--- src/wru_pkg.sv ---
// Purpose: shared constants and types of the watchdog and reset unit
// Assumes: 10 MHz system clock, 8-bit register port
// Notes: times are kept in their own unit, counts derived below

package wru_pkg;

   // ------------------------------------------------------------------
   // register map
   // ------------------------------------------------------------------
   localparam logic [7:0] WRU_CLEAR_OFS = 8'ha6;
   localparam logic [7:0] WRU_STATUS_OFS = 8'ha7;
   localparam logic [7:0] WRU_KEY_OFS = 8'hae;
   localparam logic [7:0] WRU_KEY_RST = 8'h00;
   localparam logic [7:0] WRU_KEY_OFF = 8'h55;
   localparam logic [7:0] WRU_CLR_FIRST = 8'h1e;
   localparam logic [7:0] WRU_CLR_SECOND = 8'he1;
   localparam logic [7:0] WRU_RDATA_NONE = 8'h00;

   // status fields
   localparam int WRU_ST_ENABLED = 0;
   localparam int WRU_ST_ARMED = 1;
   localparam int WRU_ST_WD_CAUSE = 2;
   localparam int WRU_ST_LV_CAUSE = 3;
   localparam int WRU_ST_EXT_CAUSE = 4;

   // ------------------------------------------------------------------
   // timing
   // ------------------------------------------------------------------
   localparam int WRU_CLK_KHZ = 10000;
   localparam int WRU_MC_CLOCKS = 12;
   localparam int WRU_WD_WIDTH = 19;
   localparam int WRU_WD_LIMIT = 524288;
   localparam int WRU_WD_PULSE_MC = 2048;
   // strictly more than the documented machine-cycle count
   localparam int WRU_WD_PULSE_CYCLES = (WRU_WD_PULSE_MC + 1) * WRU_MC_CLOCKS;
   localparam int WRU_LV_HOLD_US = 2000;
   localparam int WRU_LV_HOLD_CYCLES = (WRU_LV_HOLD_US * WRU_CLK_KHZ + 999)
                                       / 1000;
   localparam int WRU_PULSE_W = 16;

   // ------------------------------------------------------------------
   // types
   // ------------------------------------------------------------------
   typedef struct packed {
      logic [7:0] addr;
      logic [7:0] wdata;
      logic wr;
      logic rd;
   } wru_req_s;

   typedef enum logic [1:0] {
      WRU_IDLE,
      WRU_ARMED
   } wru_clr_e;

endpackage

--- src/wru_sync.sv ---
// Purpose: two-flop synchroniser for one pin level
// Assumes: input is asynchronous to sys_clk
// Notes: reset value is a parameter so a pin can idle high

`timescale 1ns/1ps
`default_nettype none

module wru_sync #(
   parameter logic INIT = 1'b0
) (
   // clock and reset
   input wire logic sys_clk,
   input wire logic rst,
   // level
   input wire logic din,
   output logic dout
);

   logic meta_reg;
   logic meta_next;
   logic dout_next;

   assign meta_next = din;
   assign dout_next = meta_reg;

   always_ff @(posedge sys_clk) begin
      if (rst) begin
         meta_reg <= INIT;
         dout <= INIT;
      end else begin
         meta_reg <= meta_next;
         dout <= dout_next;
      end
   end

endmodule

`default_nettype wire

--- src/wru_mc_div.sv ---
// Purpose: machine-cycle enable, one pulse every twelve clocks
// Assumes: single clock domain
// Notes: only rst restarts the phase

`timescale 1ns/1ps
`default_nettype none

module wru_mc_div
   import wru_pkg::*;
(
   // clock and reset
   input wire logic sys_clk,
   input wire logic rst,
   // enable pulse
   output logic tick
);

   localparam logic [3:0] LAST = 4'(WRU_MC_CLOCKS - 1);

   logic [3:0] cnt_reg;
   logic [3:0] cnt_next;
   wire at_last;

   assign at_last = (cnt_reg == LAST);
   assign cnt_next = at_last ? 4'h0 : cnt_reg + 4'h1;

   always_ff @(posedge sys_clk) begin
      if (rst) begin
         cnt_reg <= 4'h0;
         tick <= 1'b0;
      end else begin
         cnt_reg <= cnt_next;
         tick <= at_last;
      end
   end

endmodule

`default_nettype wire

--- src/wru_top.sv ---
// Purpose: watchdog counter and merge of three reset causes
// Assumes: 10 MHz sys_clk, register port answers one cycle later
// Notes: long counts are parameters so simulation can shorten them

`timescale 1ns/1ps
`default_nettype none

// Function
// RL1 - external pin, watchdog overflow or low supply each raise internal reset
// RL2 - internal reset forces the block's registers to reset values
// RL3 - outside circuit holds reset pin low for at least 24 clocks
// RL4 - watchdog overflow gives reset pulse longer than 2048 machine cycles
// RL5 - reset held 2 ms more after supply rises above threshold
// RL6 - watchdog is a 19-bit up-counter, not readable nor writable
// RL7 - enabled counter advances once per machine cycle
// RL8 - counter overflows at 524288 and triggers a reset
// RL9 - watchdog enabled automatically, no software setup
// RL10 - watchdog and reset logic keep running in idle
// RL11 - counter clears only after writes 1e then e1 to clear register
// RL12 - software refreshes at least every 524288 machine cycles
// RL13 - clear register write-only, count never readable
// RL14 - key value 55 alone disables the watchdog
// RL15 - key register resets to zero, so watchdog enabled after reset
// RL16 - machine cycle is twelve clocks, the watchdog count rate
// RL17 - long idle software should wake periodically to refresh
// RL18 - 1e arms, e1 then clears, any other value disarms
// RL19 - internal reset is OR of synced pin, watchdog pulse, low supply
module wru_top
   import wru_pkg::*;
#(
   parameter int WD_LIMIT = WRU_WD_LIMIT,
   parameter int WD_PULSE_CYCLES = WRU_WD_PULSE_CYCLES,
   parameter int LV_HOLD_CYCLES = WRU_LV_HOLD_CYCLES
) (
   // clock and reset
   input wire logic sys_clk,
   input wire logic rst,
   // reset sources
   input wire logic ext_reset_n,
   input wire logic supply_low,
   // register port
   input wire wru_req_s reg_req,
   output logic [7:0] reg_rdata,
   // reset output and state
   output logic internal_reset,
   output logic watchdog_enabled
);

   localparam logic [WRU_WD_WIDTH-1:0] WD_LAST =
      WRU_WD_WIDTH'(WD_LIMIT - 1);
   localparam logic [WRU_PULSE_W-1:0] WD_PULSE_LOAD =
      WRU_PULSE_W'(WD_PULSE_CYCLES);
   localparam logic [WRU_PULSE_W-1:0] LV_LOAD = WRU_PULSE_W'(LV_HOLD_CYCLES);
   localparam logic [WRU_PULSE_W-1:0] PULSE_ZERO = '0;
   localparam logic [WRU_PULSE_W-1:0] PULSE_ONE = WRU_PULSE_W'(1);

   // ------------------------------------------------------------------
   // synchronisers and machine-cycle enable
   // ------------------------------------------------------------------
   logic ext_n_s;
   logic lv_s;
   logic mc_tick;

   wru_sync #(.INIT(1'b1)) u_ext_sync (
      .sys_clk(sys_clk),
      .rst(rst),
      .din(ext_reset_n),
      .dout(ext_n_s)
   );

   wru_sync #(.INIT(1'b1)) u_lv_sync (
      .sys_clk(sys_clk),
      .rst(rst),
      .din(supply_low),
      .dout(lv_s)
   );

   // idle gates nothing here, so the watchdog keeps counting in idle
   wru_mc_div u_mc_div ( // RL16 RL10
      .sys_clk(sys_clk),
      .rst(rst),
      .tick(mc_tick)
   );

   // ------------------------------------------------------------------
   // register decode
   // ------------------------------------------------------------------
   logic [7:0] key_reg;
   logic [7:0] key_next;
   wru_clr_e clr_reg;
   wru_clr_e clr_next;
   logic [4:0] cause_reg;
   logic [4:0] cause_next;
   logic [WRU_WD_WIDTH-1:0] wd_reg;
   logic [WRU_WD_WIDTH-1:0] wd_next;
   logic [WRU_PULSE_W-1:0] wdp_reg;
   logic [WRU_PULSE_W-1:0] wdp_next;
   logic [WRU_PULSE_W-1:0] lvc_reg;
   logic [WRU_PULSE_W-1:0] lvc_next;
   logic [7:0] rdata_next;

   wire blk_rst = rst | internal_reset; // RL2
   wire wr_clear = reg_req.wr & (reg_req.addr == WRU_CLEAR_OFS);
   wire wr_key = reg_req.wr & (reg_req.addr == WRU_KEY_OFS);
   wire wr_status = reg_req.wr & (reg_req.addr == WRU_STATUS_OFS);
   wire wd_en = (key_reg != WRU_KEY_OFF); // RL14 RL9
   wire clear_hit = wr_clear & (clr_reg == WRU_ARMED)
                    & (reg_req.wdata == WRU_CLR_SECOND); // RL11
   wire wd_step = wd_en & mc_tick & ~internal_reset; // RL7
   wire wd_over = wd_step & (wd_reg == WD_LAST) & ~clear_hit; // RL8
   wire wdp_act = (wdp_reg != PULSE_ZERO);
   wire lv_act = lv_s | (lvc_reg != PULSE_ZERO);
   wire [7:0] status_val = {3'h0, cause_reg[4:2], clr_reg == WRU_ARMED,
                            wd_en};

   // the watchdog count has no read path at all
   assign rdata_next = !reg_req.rd ? WRU_RDATA_NONE : // RL13 RL6
                       (reg_req.addr == WRU_KEY_OFS) ? key_reg :
                       (reg_req.addr == WRU_STATUS_OFS) ? status_val :
                       WRU_RDATA_NONE;

   assign key_next = wr_key ? reg_req.wdata : key_reg;

   // ------------------------------------------------------------------
   // refresh sequence
   // ------------------------------------------------------------------
   always_comb begin
      clr_next = clr_reg;
      if (wr_clear) begin
         case (clr_reg)
            WRU_IDLE: begin
               clr_next = (reg_req.wdata == WRU_CLR_FIRST) ? WRU_ARMED
                                                           : WRU_IDLE; // RL18
            end
            WRU_ARMED: begin
               // a repeated 1e keeps the sequence armed
               clr_next = (reg_req.wdata == WRU_CLR_FIRST) ? WRU_ARMED
                                                           : WRU_IDLE; // RL18
            end
            default: begin
               clr_next = WRU_IDLE;
            end
         endcase
      end
   end

   // ------------------------------------------------------------------
   // watchdog counter and reset pulse timers
   // ------------------------------------------------------------------
   assign wd_next = (clear_hit | wd_over) ? '0 : // RL11 RL8
                    wd_step ? wd_reg + 1'b1 : wd_reg; // RL7 RL6

   // pulse and hold timers answer only to rst, else they cut themselves
   assign wdp_next = wd_over ? WD_PULSE_LOAD : // RL4
                     wdp_act ? wdp_reg - PULSE_ONE : wdp_reg;
   assign lvc_next = lv_s ? LV_LOAD : // RL5
                     (lvc_reg != PULSE_ZERO) ? lvc_reg - PULSE_ONE : lvc_reg;

   // cause flags: set wins over a software clear in the same cycle
   wire [4:0] cause_set = {~ext_n_s, lv_s, wd_over, 2'b00};
   wire [4:0] cause_clr = wr_status ? reg_req.wdata[4:0] : 5'h00;
   assign cause_next = (cause_reg & ~cause_clr) | cause_set;

   always_ff @(posedge sys_clk) begin
      if (blk_rst) begin
         key_reg <= WRU_KEY_RST; // RL15
         clr_reg <= WRU_IDLE;
         wd_reg <= '0;
      end else begin
         key_reg <= key_next;
         clr_reg <= clr_next;
         wd_reg <= wd_next;
      end
   end

   always_ff @(posedge sys_clk) begin
      if (rst) begin
         wdp_reg <= PULSE_ZERO;
         lvc_reg <= PULSE_ZERO;
         cause_reg <= 5'h00;
         internal_reset <= 1'b1;
         reg_rdata <= WRU_RDATA_NONE;
         watchdog_enabled <= 1'b1;
      end else begin
         wdp_reg <= wdp_next;
         lvc_reg <= lvc_next;
         cause_reg <= cause_next;
         internal_reset <= ~ext_n_s | wdp_act | lv_act; // RL1 RL19 RL3
         reg_rdata <= rdata_next;
         watchdog_enabled <= wd_en;
      end
   end

   // ------------------------------------------------------------------
   // assertions
   // ------------------------------------------------------------------
   property p_ext_reset;
      @(posedge sys_clk) disable iff (rst)
      !ext_n_s |=> internal_reset;
   endproperty
   a_ext_reset: assert property (p_ext_reset) // RL1
      else $error("pin reset did not raise internal reset");

   property p_or_merge;
      @(posedge sys_clk) disable iff (rst)
      (ext_n_s && !wdp_act && !lv_act) |=> !internal_reset;
   endproperty
   a_or_merge: assert property (p_or_merge) // RL19
      else $error("internal reset without any cause");

   property p_key_cleared;
      @(posedge sys_clk) disable iff (rst)
      internal_reset |=> (key_reg == WRU_KEY_RST) && wd_reg == '0;
   endproperty
   a_key_cleared: assert property (p_key_cleared) // RL2
      else $error("registers not reset by internal reset");

   property p_wd_pulse;
      @(posedge sys_clk) disable iff (rst)
      wd_over |=> wdp_reg == WD_PULSE_LOAD ##1 internal_reset[*8];
   endproperty
   a_wd_pulse: assert property (p_wd_pulse) // RL4
      else $error("watchdog pulse wrong length");

   property p_lv_hold;
      @(posedge sys_clk) disable iff (rst)
      $fell(lv_s) |-> lvc_reg == LV_LOAD ##1 internal_reset[*8];
   endproperty
   a_lv_hold: assert property (p_lv_hold) // RL5
      else $error("low supply hold not started");

   property p_count_step;
      @(posedge sys_clk) disable iff (rst)
      (wd_step && !clear_hit && wd_reg != WD_LAST && !blk_rst)
         |=> wd_reg == $past(wd_reg) + 1'b1;
   endproperty
   a_count_step: assert property (p_count_step) // RL7
      else $error("watchdog did not advance");

   property p_overflow;
      @(posedge sys_clk) disable iff (rst)
      (wd_step && wd_reg == WD_LAST && !clear_hit) |=> ##1 internal_reset;
   endproperty
   a_overflow: assert property (p_overflow) // RL8
      else $error("overflow did not reset");

   property p_disabled;
      @(posedge sys_clk) disable iff (rst)
      (key_reg == WRU_KEY_OFF && !clear_hit && !blk_rst)
         |=> wd_reg == $past(wd_reg);
   endproperty
   a_disabled: assert property (p_disabled) // RL14
      else $error("disabled watchdog moved");

   property p_clear;
      @(posedge sys_clk) disable iff (rst)
      (wr_clear && reg_req.wdata == WRU_CLR_FIRST && !blk_rst)
         ##1 (wr_clear && reg_req.wdata == WRU_CLR_SECOND && !blk_rst)
         |=> wd_reg == '0;
   endproperty
   a_clear: assert property (p_clear) // RL11
      else $error("refresh sequence did not clear");

   property p_cancel;
      @(posedge sys_clk) disable iff (rst)
      (wr_clear && reg_req.wdata != WRU_CLR_FIRST)
         |=> clr_reg == WRU_IDLE;
   endproperty
   a_cancel: assert property (p_cancel) // RL18
      else $error("wrong value left sequence armed");

   property p_tick_rate;
      @(posedge sys_clk) disable iff (rst)
      mc_tick |-> ##12 mc_tick;
   endproperty
   a_tick_rate: assert property (p_tick_rate) // RL16
      else $error("machine cycle not twelve clocks");

   property p_clear_wo;
      @(posedge sys_clk) disable iff (rst)
      (reg_req.rd && reg_req.addr == WRU_CLEAR_OFS) |=> reg_rdata == 8'h00;
   endproperty
   a_clear_wo: assert property (p_clear_wo) // RL13
      else $error("clear register readable");

   property p_rdata_idle;
      @(posedge sys_clk) disable iff (rst)
      !reg_req.rd |=> reg_rdata == WRU_RDATA_NONE;
   endproperty
   a_rdata_idle: assert property (p_rdata_idle) // RL13
      else $error("read data stood without a read");

   property p_key_write;
      @(posedge sys_clk) disable iff (rst)
      (wr_key && !blk_rst) |=> key_reg == $past(reg_req.wdata);
   endproperty
   a_key_write: assert property (p_key_write) // RL14
      else $error("key write not taken");

   c_overflow: cover property (@(posedge sys_clk) disable iff (rst) wd_over);
   c_refresh: cover property (@(posedge sys_clk) disable iff (rst)
      clear_hit);
   c_lv_release: cover property (@(posedge sys_clk) disable iff (rst)
      $fell(lv_s));
   c_key_off: cover property (@(posedge sys_clk) disable iff (rst)
      !wd_en);

endmodule

`default_nettype wire

--- config.mk ---
export PLATFORM = sky130hd
export DESIGN_NAME = wru_top
export DESIGN_NICKNAME = d
export VERILOG_FILES = /design/src/wru_pkg.sv /design/src/wru_sync.sv /design/src/wru_mc_div.sv /design/src/wru_top.sv
export SDC_FILE = /design/constraint.sdc
export NUM_CORES = 1
export LEC_CHECK = 0
export ABC_CLOCK_PERIOD_IN_PS = 3090
export BUFFER_PORTS_ARGS = -buffer_cell sky130_fd_sc_hd__buf_2
export CORE_MARGIN = 2
export CORE_UTILIZATION = 45
export CTS_BUF_LIST = sky130_fd_sc_hd__clkbuf_4 sky130_fd_sc_hd__clkbuf_8
export CTS_CLUSTER_SIZE = 16
export DETAILED_ROUTE_END_ITERATION = 10
export GPL_ROUTABILITY_DRIVEN = 1
export HOLD_SLACK_MARGIN = 0.12
export MAX_ROUTING_LAYER = met4
export PLACE_DENSITY = 0.63
export SLEW_MARGIN = 30
export SYNTH_ARGS = -nofsm -noshare
export SYNTH_HDL_FRONTEND = slang
export SYNTH_SLANG_ARGS = --single-unit
--- constraint.sdc ---
create_clock -name sys_clk -period 3.09 [get_ports sys_clk]
set_input_delay 0.618 -clock sys_clk [delete_from_list [all_inputs] [get_ports sys_clk]]
set_output_delay 0.618 -clock sys_clk [all_outputs]
set_load 0.02 [all_outputs]
==> reports/summary.txt <==
drt pass-1 iters = 4
Yosys reg bits = 82
H-tree levels = 3
type of destination of the critical path = register
largest delay contributor family on the critical path = simple AND/OR/NAND/NOR gates
Cell Chain, Critical Path = nor4_1 -> nand3_1 -> or4_1 -> a211oi_1
top cells by area, synth = dfxtp_1 42%, a211oi_1 4.6%, mux2i_1 3.8%, or4_1 3.1%, nor3_1 2.9%
clock sinks = 82
DR vias = 3398
slowest CP cell = nor4_1
RePlAce Congestion = 0.835
worst-margin pin slew = 0.861 ns
CP Class = register to register
Worst EP arrival = 2.45 ns
PortBufs = 31
largest net degree at the start of global routing = 30
CP bufs+invs = 0
IO Pins = 32
layout cell share with drive strength beyond 1 = 0.147
Avg Cell Area, Syn = 8.98 µm²
placed insts = 556
Overall Power = 0.00290 W
core box area = 8590 µm²
Final ANT Viol Nets = 0
outcome = finished clean
Worst setup SP type = register
Slew HR = 0.426
Layout area overhead = 10.8%
Critical Path Fanout Max = 6
synthesized cell area = 3910 µm²
CTS tree = built
placed wire-length estimate = 5980 µm
Tmin final = 2.18 ns
number of synthesized flops with an enable pin = 0
die width = 97.3 µm
dpl ws = 0.758 ns
sequential area share after synthesis = 0.419
Vias/cell = 5.95
setup violators final = 0
vias in the first global route = 3111
PostCTS Resize Cnt = 0
Worst VDD drop = 0.408 mV
max reg flops = 19
ys async rst share = 0
PwrDens = 670 nW/µm²
Total GRT Usage = 0.194
Syn. warnings = 0
f_max = 0.458 GHz
final worst slack = 0.908 ns
max cap viols = 0
DR DRC count = 0
Post-CTS Setup Repair Bufs = 0
Site Rows = 34
die area = 9460 µm²
Ant. Diodes = 0
final WL = 8720 µm
clk_skew = 0.0106 ns
Initial Util = 0.455
post-route insts no fill = 571
global-route wire length before repair = 14800 µm
Slew Limit Fails = 0
post-synth top area share = 0.419
Wirelength per Cell = 15.3 µm
initial DRC count = 143
Clock Latency Late Sink = 0.36 ns
CTS Buffer Depth = 2
synthesized net count = 463
top_reg_cell synth = dfxtp_1
nets@finish = 486
setup_tns = 0 ns
initial antenna violation count = 0
CTS Buf Count = 9
leakage = 1.51 nW
Mapped Cells = 436
Post-CTS Hold Buffers = 0
Reg clk slew, reported paths = 0.09 ns
RSZ-0062 raised after global routing = false
die height = 97.3 µm
cell taking the most area after synthesis = dfxtp_1
root buffer cell = clkbuf_8
Hold Path Class = register to register
crit share post-route = 0.706
library cells used by synthesis = 53
critical path required time = 3.36 ns
Final Hold Vio Count = 0
GRT overflow = 0
critical path's largest stage delay = 0.71 ns
[metrics by stage]
stage | hold WS (ns) | util | cell area, µm²
detailed placement | 0.399 | 0.482 | 4140
global route | 0.437 | 0.505 | 4340
CTS | 0.418 | 0.505 | 4340
global placement | 0.392 | 0.482 | 4140
finish | 0.414 | 0.505 | 4340
floorplan | 0.371 | - | 3910
[cells in the mapped netlist (7+ instances only)]
master,count
xnor2_1,9
mux2i_1,15
dfxtp_1,82
nor3_1,23
a21oi_1,20
or3_1,16
or4_1,16
nor2_1,26
nor2b_1,7
nand2_1,14
o21ai_0,18
o31ai_1,12
a211oi_1,24
and4_1,7
nand4_1,17
or2_2,9
inv_1,17
nand3_1,8
clkbuf_1,21
[cell type report]
cell class / instances / area [µm²]
timing repair buffer: 36 / 193
clock inverter: 5 / 55.1
sequential: 82 / 1640
fill: 795 / 4260
inverter: 17 / 63.8
tap: 108 / 135
clock buffer: 10 / 138
multi-input combinational: 313 / 2110
[cell families (layout without fill, tap and decap cells)]
family | Yosys count | after routing | synth area share
flops | 82 | 82 | 0.419
fa+ha+maj | 5 | 5 | 0.0160
compound gates | 105 | 105 | 0.185
xor+xnor | 9 | 9 | 0.0201
mux | 15 | 15 | 0.0384
simple gates | 179 | 179 | 0.279
buf+inv | 41 | 68 | 0.0416
[power breakdown]
part | switching [W] | internal (W) | leakage (nW)
registers | 0.000112 | 0.00116 | 0.668
logic | 0.000497 | 0.000344 | 0.751
clock network | 0.000399 | 0.000388 | 0.0941
total | 0.00101 | 0.00190 | 1.51
[worst paths after layout]
kind | start | endpoint | slack [ns] | depth (start not counted)
worst max register to register | wdp_reg[14] | wdp_reg[15] | 0.91 | 4
worst max-delay path | wdp_reg[14] | wdp_reg[15] | 0.91 | 4
worst min-delay path | u_ext_sync.dout_next | u_ext_sync.dout | 0.41 | 1
worst min register to register | u_ext_sync.dout_next | u_ext_sync.dout | 0.41 | 1
[cell usage in the layout (no fill, tap or decap), types with 3 or more instances in the layout]
cell type and count:
or2_2 9, clkbuf_8 10, nand3_1 8, a211oi_1 24, xnor2_1 9, mux2i_1 15, o31ai_1 12, ha_1 5
nor4_1 5, o41ai_1 4, nor3_1 23, o211ai_1 3, dfxtp_1 82, nor3b_1 4, buf_4 5, nand2_1 14
nand4_1 17, or4_1 16, inv_1 17, nor4_2 4, nor2b_1 7, a21oi_1 20, and2_1 4, o21ai_0 18
nor4bb_1 4, buf_2 31, a31oi_1 3, or3_1 16, a2111oi_0 3, and4_1 7, nor2_1 26, a22o_1 5
nand4b_1 3
[layer usage]
layer / wire length, µm / global-route usage / vias to the layer above / share of wire
met5: 0 / - / - / 0
met2: 3920 / 0.294 / 75 / 0.45
li1: - / - / 1714 / -
met4: 155 / 0.0748 / 0 / 0.018
met1: 4290 / 0.262 / 1593 / 0.49
met3: 351 / 0.0338 / 16 / 0.040
Note: power is estimated with default switching activity, not from simulation.
